===== src/hdl/slprc_consts.svh =====
// offsets, field positions, reset values and timing counts of the sleep controller
`ifndef SLPRC_CONSTS_SVH
`define SLPRC_CONSTS_SVH
`define SLPRC_CLK_PERIOD_NS  100
`define SLPRC_ADR_W          4
`define SLPRC_ADR_SMC        4'h0
`define SLPRC_ADR_PRC        4'h4
`define SLPRC_ADR_STAT       4'h8
`define SLPRC_SE_BIT         0
`define SLPRC_SM_LSB         1
`define SLPRC_SM_MSB         3
`define SLPRC_PR_TIM_BIT     0
`define SLPRC_PR_ADC_BIT     1
`define SLPRC_MODE_IDLE      3'h0
`define SLPRC_MODE_ADCNR     3'h1
`define SLPRC_MODE_PDOWN     3'h2
`define SLPRC_MODE_STBY      3'h4
`define SLPRC_SMC_RESET      8'h00
`define SLPRC_PRC_RESET      8'h00
`define SLPRC_CNT_W          8
`define SLPRC_RST_DELAY_NS   1600
`define SLPRC_RST_DELAY_CYC  ((`SLPRC_RST_DELAY_NS + `SLPRC_CLK_PERIOD_NS - 1) / `SLPRC_CLK_PERIOD_NS)
`define SLPRC_OSC_START_NS   800
`define SLPRC_OSC_START_CYC  ((`SLPRC_OSC_START_NS + `SLPRC_CLK_PERIOD_NS - 1) / `SLPRC_CLK_PERIOD_NS)
`define SLPRC_WAKE_HALT_CYC  4
`endif


===== src/hdl/slprc_pkg.sv =====
// types shared by the sleep controller modules
`include "slprc_consts.svh"
package slprc_pkg;
  typedef enum logic [1:0] {ST_RUN, ST_SLEEP, ST_START, ST_HALT} slprc_state_t;

  typedef struct packed {
    logic                    rst;
    logic [`SLPRC_CNT_W-1:0] cnt;
  } slprc_rst_t;

  typedef struct packed {
    slprc_state_t            st;
    logic [2:0]              smode;
    logic [2:0]              mode;
    logic                    se;
    logic                    pr_tim;
    logic                    pr_adc;
    logic [`SLPRC_CNT_W-1:0] cnt;
    logic                    cpu_en;
    logic                    nvm_en;
    logic                    io_en;
    logic                    adc_en;
    logic                    osc_en;
    logic                    tim_en;
    logic                    cmp_off;
    logic                    adc_start;
    logic                    adc_ext;
    logic                    adc_prev;
    logic                    wdt_run;
    logic                    halt;
    logic                    irq_go;
    logic                    port_rst;
    logic                    ack;
    logic [7:0]              dat;
  } slprc_top_t;
endpackage


===== src/hdl/slprc_domain_map.sv =====
// maps the active sleep mode onto the clock domain enables
`include "slprc_consts.svh"
module slprc_domain_map
  import slprc_pkg::*;
(
  input  wire logic [2:0] mode_i,
  input  wire logic       asleep_i,
  output logic            cpu_o,
  output logic            nvm_o,
  output logic            io_o,
  output logic            adc_o,
  output logic            osc_o,
  output logic            legal_o
);
  always_comb
  begin
    cpu_o   = !asleep_i;
    nvm_o   = !asleep_i;
    io_o    = 1'b1;
    adc_o   = 1'b1;
    osc_o   = 1'b1;
    legal_o = 1'b1;
    case (mode_i)
      `SLPRC_MODE_IDLE:
      begin
        io_o = 1'b1;
      end
      `SLPRC_MODE_ADCNR:
      begin
        io_o = !asleep_i;
      end
      `SLPRC_MODE_PDOWN:
      begin
        io_o  = !asleep_i;
        adc_o = !asleep_i;
        osc_o = !asleep_i;
      end
      `SLPRC_MODE_STBY:
      begin
        io_o  = !asleep_i;
        adc_o = !asleep_i;
      end
      default:
      begin
        legal_o = 1'b0;
      end
    endcase
  end
endmodule


===== src/hdl/slprc_reset_stretch.sv =====
// holds the internal reset for a fixed count after every reset source is gone
`include "slprc_consts.svh"
module slprc_reset_stretch
  import slprc_pkg::*;
#(
  parameter logic [`SLPRC_CNT_W-1:0] DELAY = `SLPRC_CNT_W'(`SLPRC_RST_DELAY_CYC)
)
(
  input  wire logic clk_i,
  input  wire logic rst_i,
  input  wire logic src_i,
  output logic      rst_o
);
  slprc_rst_t s;
  slprc_rst_t next_s;

  always_comb
  begin
    next_s = s;
    if (src_i)
    begin
      next_s.rst = 1'b1;
      next_s.cnt = DELAY;
    end
    else if (s.cnt != '0)
    begin
      next_s.cnt = s.cnt - 1'b1;
    end
    else
    begin
      next_s.rst = 1'b0;
    end
  end

  always_ff @(posedge clk_i)
  begin
    if (rst_i)
    begin
      s.rst <= 1'b1;
      s.cnt <= DELAY;
    end
    else
    begin
      s <= next_s;
    end
  end

  assign rst_o = s.rst;
endmodule


===== src/hdl/slprc_top.sv =====
// sleep mode and peripheral clock gating controller with wishbone registers
`include "slprc_consts.svh"
module slprc_top
  import slprc_pkg::*;
(
  input  wire logic                   clk_i,
  input  wire logic                   rst_i,
  input  wire logic                   wb_cyc_i,
  input  wire logic                   wb_stb_i,
  input  wire logic                   wb_we_i,
  input  wire logic [`SLPRC_ADR_W-1:0] wb_adr_i,
  input  wire logic [3:0]             wb_sel_i,
  input  wire logic [31:0]            wb_dat_i,
  output logic      [31:0]            wb_dat_o,
  output logic                        wb_ack_o,
  input  wire logic                   sleep_req_i,
  input  wire logic                   irq_pending_i,
  input  wire logic                   ext_ext_interrupt_zero_level_i,
  input  wire logic                   pin_change_i,
  input  wire logic                   adc_irq_i,
  input  wire logic                   wdt_irq_i,
  input  wire logic                   vlm_irq_i,
  input  wire logic                   rst_src_i,
  input  wire logic                   adc_enable_i,
  input  wire logic                   adc_conv_done_i,
  input  wire logic                   wdt_enable_i,
  output logic                        cpu_clk_en_o,
  output logic                        progmem_clk_en_o,
  output logic                        io_clk_en_o,
  output logic                        adc_clk_en_o,
  output logic                        osc_en_o,
  output logic                        timer_clk_en_o,
  output logic                        timer_reg_access_o,
  output logic                        adc_reg_access_o,
  output logic                        comparator_mux_ok_o,
  output logic                        comparator_disable_o,
  output logic                        adc_start_o,
  output logic                        adc_extended_o,
  output logic                        input_buf_en_o,
  output logic                        wdt_run_o,
  output logic                        core_halt_o,
  output logic                        irq_resume_o,
  output logic                        core_reset_o,
  output logic                        port_reset_o
);
  localparam logic [`SLPRC_CNT_W-1:0] OSC_CNT  = `SLPRC_CNT_W'(`SLPRC_OSC_START_CYC - 1);
  localparam logic [`SLPRC_CNT_W-1:0] HALT_CNT = `SLPRC_CNT_W'(`SLPRC_WAKE_HALT_CYC - 1);
  slprc_top_t s;
  slprc_top_t next_s;
  slprc_top_t s_rst;
  logic core_rst;
  logic asleep;
  logic d_cpu;
  logic d_nvm;
  logic d_io;
  logic d_adc;
  logic d_osc;
  logic d_legal;
  logic m_legal;
  logic req;
  logic wake;
  slprc_reset_stretch u_stretch
  (
    .clk_i (clk_i),
    .rst_i (rst_i),
    .src_i (rst_src_i),
    .rst_o (core_rst)
  );

  slprc_domain_map u_chk
  (
    .mode_i   (s.mode),
    .asleep_i (1'b0),
    .cpu_o    (),
    .nvm_o    (),
    .io_o     (),
    .adc_o    (),
    .osc_o    (),
    .legal_o  (m_legal)
  );

  slprc_domain_map u_map
  (
    .mode_i   (s.smode),
    .asleep_i (asleep),
    .cpu_o    (d_cpu),
    .nvm_o    (d_nvm),
    .io_o     (d_io),
    .adc_o    (d_adc),
    .osc_o    (d_osc),
    .legal_o  (d_legal)
  );

  assign asleep = (s.st == ST_SLEEP) || (s.st == ST_START);
  assign req    = wb_cyc_i && wb_stb_i && !s.ack;

  always_comb
  begin
    s_rst          = '0;
    s_rst.st       = ST_RUN;
    s_rst.mode     = 3'(`SLPRC_SMC_RESET >> `SLPRC_SM_LSB);
    s_rst.se       = 1'(`SLPRC_SMC_RESET >> `SLPRC_SE_BIT);
    s_rst.pr_tim   = 1'(`SLPRC_PRC_RESET >> `SLPRC_PR_TIM_BIT);
    s_rst.pr_adc   = 1'(`SLPRC_PRC_RESET >> `SLPRC_PR_ADC_BIT);
    s_rst.cpu_en   = 1'b1;
    s_rst.nvm_en   = 1'b1;
    s_rst.io_en    = 1'b1;
    s_rst.adc_en   = 1'b1;
    s_rst.osc_en   = 1'b1;
    s_rst.tim_en   = 1'b1;
    s_rst.adc_ext  = 1'b1;
    s_rst.halt     = 1'b1;
    s_rst.port_rst = 1'b1;
  end

  // wake sources depend on the latched mode; deep modes only see async wake logic
  always_comb
  begin
    case (s.smode)
      `SLPRC_MODE_IDLE:  wake = irq_pending_i;
      `SLPRC_MODE_ADCNR: wake = ext_ext_interrupt_zero_level_i || pin_change_i || adc_irq_i || wdt_irq_i || vlm_irq_i;
      default:           wake = ext_ext_interrupt_zero_level_i || pin_change_i;
    endcase
  end

  always_comb
  begin
    next_s           = s;
    next_s.adc_start = 1'b0;
    next_s.irq_go    = 1'b0;
    next_s.ack       = req;
    next_s.dat       = 8'h00;
    if (req && !wb_we_i)
    begin
      case (wb_adr_i)
        `SLPRC_ADR_SMC:  next_s.dat = {4'h0, s.mode, s.se};
        `SLPRC_ADR_PRC:  next_s.dat = {6'h00, s.pr_adc, s.pr_tim};
        `SLPRC_ADR_STAT: next_s.dat = {1'b0, s.st, s.smode, asleep, s.adc_ext};
        default:         next_s.dat = 8'h00;
      endcase
    end
    if (req && wb_we_i && wb_sel_i[0])
    begin
      case (wb_adr_i)
        `SLPRC_ADR_SMC:
        begin
          next_s.mode = wb_dat_i[`SLPRC_SM_MSB:`SLPRC_SM_LSB];
          next_s.se   = wb_dat_i[`SLPRC_SE_BIT];
        end
        `SLPRC_ADR_PRC:
        begin
          next_s.pr_tim = wb_dat_i[`SLPRC_PR_TIM_BIT];
          next_s.pr_adc = wb_dat_i[`SLPRC_PR_ADC_BIT];
        end
        default: next_s.mode = s.mode;
      endcase
    end

    case (s.st)
      ST_RUN:
      begin
        // reserved codes and a clear enable bit leave the instruction without effect
        if (sleep_req_i && s.se && m_legal)
        begin
          next_s.st    = ST_SLEEP;
          next_s.smode = s.mode;
          next_s.adc_start = (s.mode == `SLPRC_MODE_IDLE || s.mode == `SLPRC_MODE_ADCNR) && adc_enable_i;
          next_s.cmp_off   = (s.mode == `SLPRC_MODE_PDOWN || s.mode == `SLPRC_MODE_STBY);
        end
      end
      ST_SLEEP:
      begin
        if (wake)
        begin
          if (s.smode == `SLPRC_MODE_PDOWN)
          begin
            next_s.st  = ST_START;
            next_s.cnt = OSC_CNT;
          end
          else
          begin
            // standby skips start-up: its oscillator never stopped
            next_s.st  = ST_HALT;
            next_s.cnt = HALT_CNT;
          end
        end
      end
      ST_START:
      begin
        next_s.cnt = s.cnt - 1'b1;
        if (s.cnt == '0)
        begin
          next_s.st  = ST_HALT;
          next_s.cnt = HALT_CNT;
        end
      end
      ST_HALT:
      begin
        next_s.cnt = s.cnt - 1'b1;
        if (s.cnt == '0)
        begin
          next_s.st      = ST_RUN;
          next_s.irq_go  = 1'b1;
          next_s.cmp_off = 1'b0;
        end
      end
      default:
      begin
        next_s.st = ST_RUN;
      end
    endcase

    next_s.cpu_en = d_cpu && (s.st != ST_HALT);
    next_s.nvm_en = d_nvm;
    next_s.io_en  = d_io || !d_legal;
    next_s.adc_en = d_adc && !s.pr_adc;
    next_s.osc_en = d_osc || (s.st == ST_START);
    // gating the clock alone keeps timer state, so clearing the bit resumes it
    next_s.tim_en = d_io && !s.pr_tim;
    next_s.halt   = (s.st != ST_RUN);
    next_s.wdt_run = wdt_enable_i;

    next_s.adc_prev = adc_enable_i;
    if (adc_conv_done_i)
    begin
      next_s.adc_ext = 1'b0;
    end
    if (adc_enable_i && !s.adc_prev)
    begin
      next_s.adc_ext = 1'b1;
    end

    next_s.port_rst = rst_src_i || core_rst;
    if (core_rst)
    begin
      next_s          = s_rst;
      next_s.adc_prev = adc_enable_i;
      next_s.port_rst = 1'b1;
      next_s.ack      = req;
    end
  end

  always_ff @(posedge clk_i)
  begin
    if (rst_i)
    begin
      s <= s_rst;
    end
    else
    begin
      s <= next_s;
    end
  end

  assign wb_dat_o             = {24'h000000, s.dat};
  assign wb_ack_o             = s.ack;
  assign cpu_clk_en_o         = s.cpu_en;
  assign progmem_clk_en_o     = s.nvm_en;
  assign io_clk_en_o          = s.io_en;
  assign adc_clk_en_o         = s.adc_en;
  assign osc_en_o             = s.osc_en;
  assign timer_clk_en_o       = s.tim_en;
  assign timer_reg_access_o   = s.tim_en;
  assign adc_reg_access_o     = s.adc_en;
  assign comparator_mux_ok_o  = !s.pr_adc;
  assign comparator_disable_o = s.cmp_off;
  assign adc_start_o          = s.adc_start;
  assign adc_extended_o       = s.adc_ext;
  assign input_buf_en_o       = s.io_en;
  assign wdt_run_o            = s.wdt_run;
  assign core_halt_o          = s.halt;
  assign irq_resume_o         = s.irq_go;
  assign core_reset_o         = core_rst;
  assign port_reset_o         = s.port_rst;

  property p_idle_dom;
    @(posedge clk_i) disable iff (rst_i)
    (s.st == ST_SLEEP && s.smode == `SLPRC_MODE_IDLE) ##1 (s.st == ST_SLEEP)
      |-> !cpu_clk_en_o && !progmem_clk_en_o && io_clk_en_o && osc_en_o;
  endproperty
  a_idle_dom: assert property (p_idle_dom) else $error("idle clock domains wrong");
  property p_nr_dom;
    @(posedge clk_i) disable iff (rst_i)
    (s.st == ST_SLEEP && s.smode == `SLPRC_MODE_ADCNR) ##1 (s.st == ST_SLEEP)
      |-> !io_clk_en_o && !cpu_clk_en_o && !input_buf_en_o;
  endproperty
  a_nr_dom: assert property (p_nr_dom) else $error("noise mode clock domains wrong");
  property p_pd_dom;
    @(posedge clk_i) disable iff (rst_i)
    (s.st == ST_SLEEP && s.smode == `SLPRC_MODE_PDOWN) ##1 (s.st == ST_SLEEP)
      |-> !osc_en_o && !adc_clk_en_o && !io_clk_en_o && comparator_disable_o;
  endproperty
  a_pd_dom: assert property (p_pd_dom) else $error("power-down clocks still on");
  property p_stby_dom;
    @(posedge clk_i) disable iff (rst_i)
    (s.st == ST_SLEEP && s.smode == `SLPRC_MODE_STBY) ##1 (s.st == ST_SLEEP)
      |-> osc_en_o && !io_clk_en_o && !adc_clk_en_o;
  endproperty
  a_stby_dom: assert property (p_stby_dom) else $error("standby oscillator stopped");
  property p_no_se;
    @(posedge clk_i) disable iff (rst_i)
    (s.st == ST_RUN && sleep_req_i && !s.se && !core_rst) |=> (s.st == ST_RUN) ##1 !core_halt_o;
  endproperty
  a_no_se: assert property (p_no_se) else $error("slept without enable bit");
  property p_adc_start;
    @(posedge clk_i) disable iff (rst_i)
    (s.st == ST_RUN && sleep_req_i && s.se && !core_rst && adc_enable_i
      && (s.mode == `SLPRC_MODE_IDLE || s.mode == `SLPRC_MODE_ADCNR)) |=> adc_start_o ##1 !adc_start_o;
  endproperty
  a_adc_start: assert property (p_adc_start) else $error("no conversion on sleep entry");
  property p_halt4;
    @(posedge clk_i) disable iff (rst_i || core_rst)
    $rose(s.st == ST_HALT) |-> (s.st == ST_HALT)[*4] ##1 (irq_resume_o && s.st == ST_RUN);
  endproperty
  a_halt4: assert property (p_halt4) else $error("wake halt not four cycles");
  property p_rsvd;
    @(posedge clk_i) disable iff (rst_i)
    (wb_ack_o && $past(!wb_we_i) && $past(wb_adr_i) == `SLPRC_ADR_SMC) |-> wb_dat_o[31:4] == 28'h0000000;
  endproperty
  a_rsvd: assert property (p_rsvd) else $error("reserved bits not zero");
  property p_tim_stop;
    @(posedge clk_i) disable iff (rst_i)
    s.pr_tim |=> !timer_clk_en_o && !timer_reg_access_o;
  endproperty
  a_tim_stop: assert property (p_tim_stop) else $error("timer clock runs while stopped");
  property p_stretch;
    @(posedge clk_i) disable iff (rst_i)
    $fell(rst_src_i) |-> core_reset_o[*8] ##1 port_reset_o;
  endproperty
  a_stretch: assert property (p_stretch) else $error("internal reset not stretched");
  property p_rst_wake;
    @(posedge clk_i) disable iff (rst_i)
    (rst_src_i && asleep) |=> ##1 (s.st == ST_RUN && core_reset_o);
  endproperty
  a_rst_wake: assert property (p_rst_wake) else $error("reset did not leave sleep");

  c_idle_wake: cover property (@(posedge clk_i) disable iff (rst_i)
    s.st == ST_SLEEP && s.smode == `SLPRC_MODE_IDLE ##1 s.st == ST_HALT);
  c_pd_wake: cover property (@(posedge clk_i) disable iff (rst_i)
    s.st == ST_START ##1 s.st == ST_START);
  c_rst_sleep: cover property (@(posedge clk_i) disable iff (rst_i) rst_src_i && asleep);
endmodule


===== config.mk =====
export PLATFORM = sky130hd
export DESIGN_NAME = slprc_top
export DESIGN_NICKNAME = d
export VERILOG_FILES = /design/src/hdl/slprc_pkg.sv /design/src/hdl/slprc_domain_map.sv /design/src/hdl/slprc_reset_stretch.sv /design/src/hdl/slprc_top.sv
export VERILOG_INCLUDE_DIRS = /design/src /design/src/hdl
export SDC_FILE = /design/constraint.sdc
export NUM_CORES = 1
export LEC_CHECK = 0
export BUFFER_PORTS_ARGS = -buffer_cell sky130_fd_sc_hd__buf_2
export CELL_PAD_IN_SITES_DETAIL_PLACEMENT = 0
export CELL_PAD_IN_SITES_GLOBAL_PLACEMENT = 1
export CORE_UTILIZATION = 31
export CTS_CLUSTER_SIZE = 8
export DETAILED_ROUTE_END_ITERATION = 12
export PLACE_DENSITY_LB_ADDON = 0.1
export SLEW_MARGIN = 20
export SYNTH_ARGS = -nofsm -noshare
export SYNTH_HDL_FRONTEND = slang
export SYNTH_SLANG_ARGS = --single-unit
export TNS_END_PERCENT = 1

===== constraint.sdc =====
create_clock -name clk_i -period 1.6 [get_ports clk_i]
set_input_delay 0.32 -clock clk_i [delete_from_list [all_inputs] [get_ports clk_i]]
set_output_delay 0.32 -clock clk_i [all_outputs]
set_load 0.01 [all_outputs]

==> run_results.csv <==
group,metric,value,unit
status,outcome,"finished, violations left",
status,violations,"setup timing",
power,seqPwrFrac,52.2,%
cells_and_area,antenna_cells,0,
clock_network,ctsHoldBuffers,0,
logic_synthesis,ys_seq_area_share,40.5,%
timing,finalHoldViolCount,0,
cells_and_area,fill_cells,800,
timing,layout_setup_ws,-46.0,ps
logic_synthesis,synth_ff_type,"dfxtp_1",
power,switchingPower,0.000597,W
logic_synthesis,ys_types,52,
clock_network,path_clk_slew,100,ps
power,switching_share,24.5,%
power,powerDensity,745,nW/um^2
power,internal-power,0.00185,W
clock_network,clk_path_buf_depth,2,
cells_and_area,largest_reg_flops,20,
cells_and_area,area_growth,32.7,%
timing,finalSetupTns,-123,ps
logic_synthesis,yosys-top-cells-area,"dfxtp_1 41%, buf_4 11%, nor2_1 5.0%, mux2i_1 4.9%, ha_1 3.5%",
timing,skew,7.03,ps
power,leakage,1.43,nW
logic_synthesis,synthArstFlopShare,0,%
global_routing,grt_pass1_vias,1874,
critical_path,cp_max_fo,3,
clock_network,cts-buffers-inserted,5,
clock_network,clock_latency,310,ps
global_routing,grt_max_degree,17,
global_routing,grtUsageTotal,13.9,%
critical_path,reg2reg_slack,-50,ps
logic_synthesis,yosysWarnings,0,
place,port_buffers,50,
cells_and_area,nets,433,
logic_synthesis,ys_ff_latch,50,
route,drc,0,
power,ir_drop,0.000292,V
cells_and_area,drive_gt1_share,38.5,%
logic_synthesis,postSynthCellCount,278,
critical_path,crit_required,1810,ps
timing,slew_violations,0,
timing,period_needed,1650,ps
critical_path,crit_path_start_kind,"flop",
clock_network,cts_sinks,50,
clock_network,cts-root-buf,"clkbuf_8",
clock_network,cts_tree,"done",
critical_path,crit_arrival,1860,ps
min_path,min_path_type,"in2reg",
route,vias,2071,
power,power.combinational.fraction,9.9,%
floorplan,die_area,8330,sq um
power,power_frac_clock,38.0,%
logic_synthesis,synth_top_area_cell,"dfxtp_1",
floorplan,die_h,91.3,um
logic_synthesis,synthesis.area,2470,sq um
floorplan,rows,32,
timing,finalCritPeriodShare,103,%
timing,setup_viol_count_final,4,
critical_path,end_kind,"flop",
global_routing,antenna_found_initial,0,
run,maxCapViolCount,0,
timing,whs,202,ps
route,firstDrtPassIters,4,
floorplan,die_w,91.3,um
cells_and_area,final_common_cell,"buf_4",
cells_and_area,final_cell_mix,"52 x buf_4, 50 x buf_2, 46 x dfxtp_1, 31 x nor2_1, 25 x conb_1",
logic_synthesis,syn_area_per_cell,8.88,sq um
route,drt-initial-drc-count,57,
critical_path,critPathKind,"reg2reg",
floorplan,io_pins,107,
global_routing,grt-ovfl-total,0,
route,post_drt_wl_per_cell,11.8,um
place,finalWeightedCongestion,0.780,
logic_synthesis,synth_edf_count,0,
place,dp_hpwl,4380,um
clock_network,cts-htree-levels,2,
floorplan,core-area,7730,sq um
cells_and_area,regMostFlops,"s",
floorplan,start_util,32.0,%
route,finalWirelength,5580,um
logic_synthesis,yosys.area.top_type_share,40.5,%
timing,grt_setup_unrepaired,"yes",
route,avgViaCountPerCell,4.38,
route,ant_nets,0,
timing,fmax,0.608,GHz
global_routing,grt_pass1_wl,9090,um
cell type report:
| cell class | instances | area, sq um | area share [%] |
|---|---|---|---|
| sequential | 50 | 1010 | 30.8 |
| clock inverter | 3 | 43.8 | 1.34 |
| timing repair buffer | 103 | 652 | 19.9 |
| tap | 102 | 128 | 3.89 |
| clock buffer | 5 | 68.8 | 2.10 |
| multi-input combinational | 199 | 1340 | 40.8 |
| inverter | 11 | 41.3 | 1.26 |
metal layers:
layer | global-route usage, % | up-vias | part of all wire, %
li1 | - | 1079 | -
met1 | 17.9 | 933 | 48
met2 | 23.0 | 53 | 47
met3 | 2.60 | 6 | 4.0
met4 | 4.76 | 0 | 1.4
met5 | 0 | - | 0
kinds of logic after synthesis:
group                      share of synthesized area (%)
AOI/OAI and AO/OA                                   12.3
xor gates and xnor gates                            3.19
adders and majority gates                           3.55
buffers and inverters                               13.5
DFF                                                 40.5
muxes                                               4.86
other                                              0.152
and+or+nand+nor                                     21.9
what timing repair did:
action | CTS | global route
gates resized for setup | 7 | 28
gates cloned | 0 | 1
buffers inserted | 0 | 1
pin swaps | 2 | 5
setup endpoints to repair | 18 | 17
final timing paths:
check,depth (start not counted),to,start
hold / removal,2,u_stretch.s[1]$_SDFFE_PP0P_,rst_src_i
setup reg to reg,5,s[32]$_SDFFE_PP0P_,wb_ack_o$_SDFF_PP0_
hold reg to reg,1,adc_extended_o$_SDFFE_PP1P_,s[13]$_SDFF_PP0_
setup / recovery,5,s[32]$_SDFFE_PP0P_,wb_ack_o$_SDFF_PP0_
stage by stage:
step	worst slack, ps	area (sq um)	std cells	power (W)	util [%]
after floorplan	-42.2	2560	302	0.00149	-
after global placement	-102	3030	463	0.00154	39.2
after detailed placement	-108	3030	463	0.00154	39.2
after CTS	-55.5	3180	471	0.00248	41.1
after global routing	-106	3280	473	0.00255	42.4
final	-46.0	3280	473	0.00244	42.4
power groups by stage:
stage	clock network (W)	registers [W]	logic, W
after global placement	0	0.00131	0.000236
after global routing	0.00100	0.00128	0.000271
after detailed placement	0	0.00131	0.000237
after CTS	0.000960	0.00128	0.000240
after floorplan	0	0.00131	0.000183
final	0.000927	0.00127	0.000241
worst max-delay path, cell delays in order (launching register included):
cell	delay, ps
dfxtp_1	320
nand3b_4	140
or3_4	370
or4_4	510
mux2i_1	160
nor2_1	50
synth_stat cells, types with 2 or more instances:
| library cell | instances |
|---|---|
| a211oi_1 | 2 |
| a21o_1 | 5 |
| a21oi_1 | 16 |
| and2_1 | 2 |
| and3_1 | 5 |
| buf_2 | 3 |
| buf_4 | 35 |
| clkbuf_1 | 3 |
| dfxtp_1 | 50 |
| ha_1 | 7 |
| inv_1 | 11 |
| mux2i_1 | 12 |
| nand2_1 | 19 |
| nand3_1 | 3 |
| nand4_1 | 3 |
| nor2_1 | 33 |
| nor3_1 | 9 |
| nor4_1 | 4 |
| o21ai_0 | 12 |
| or3_1 | 4 |
| or4_1 | 2 |
| xnor2_1 | 7 |
| xor2_1 | 2 |
(Power assumes the default switching activity.)
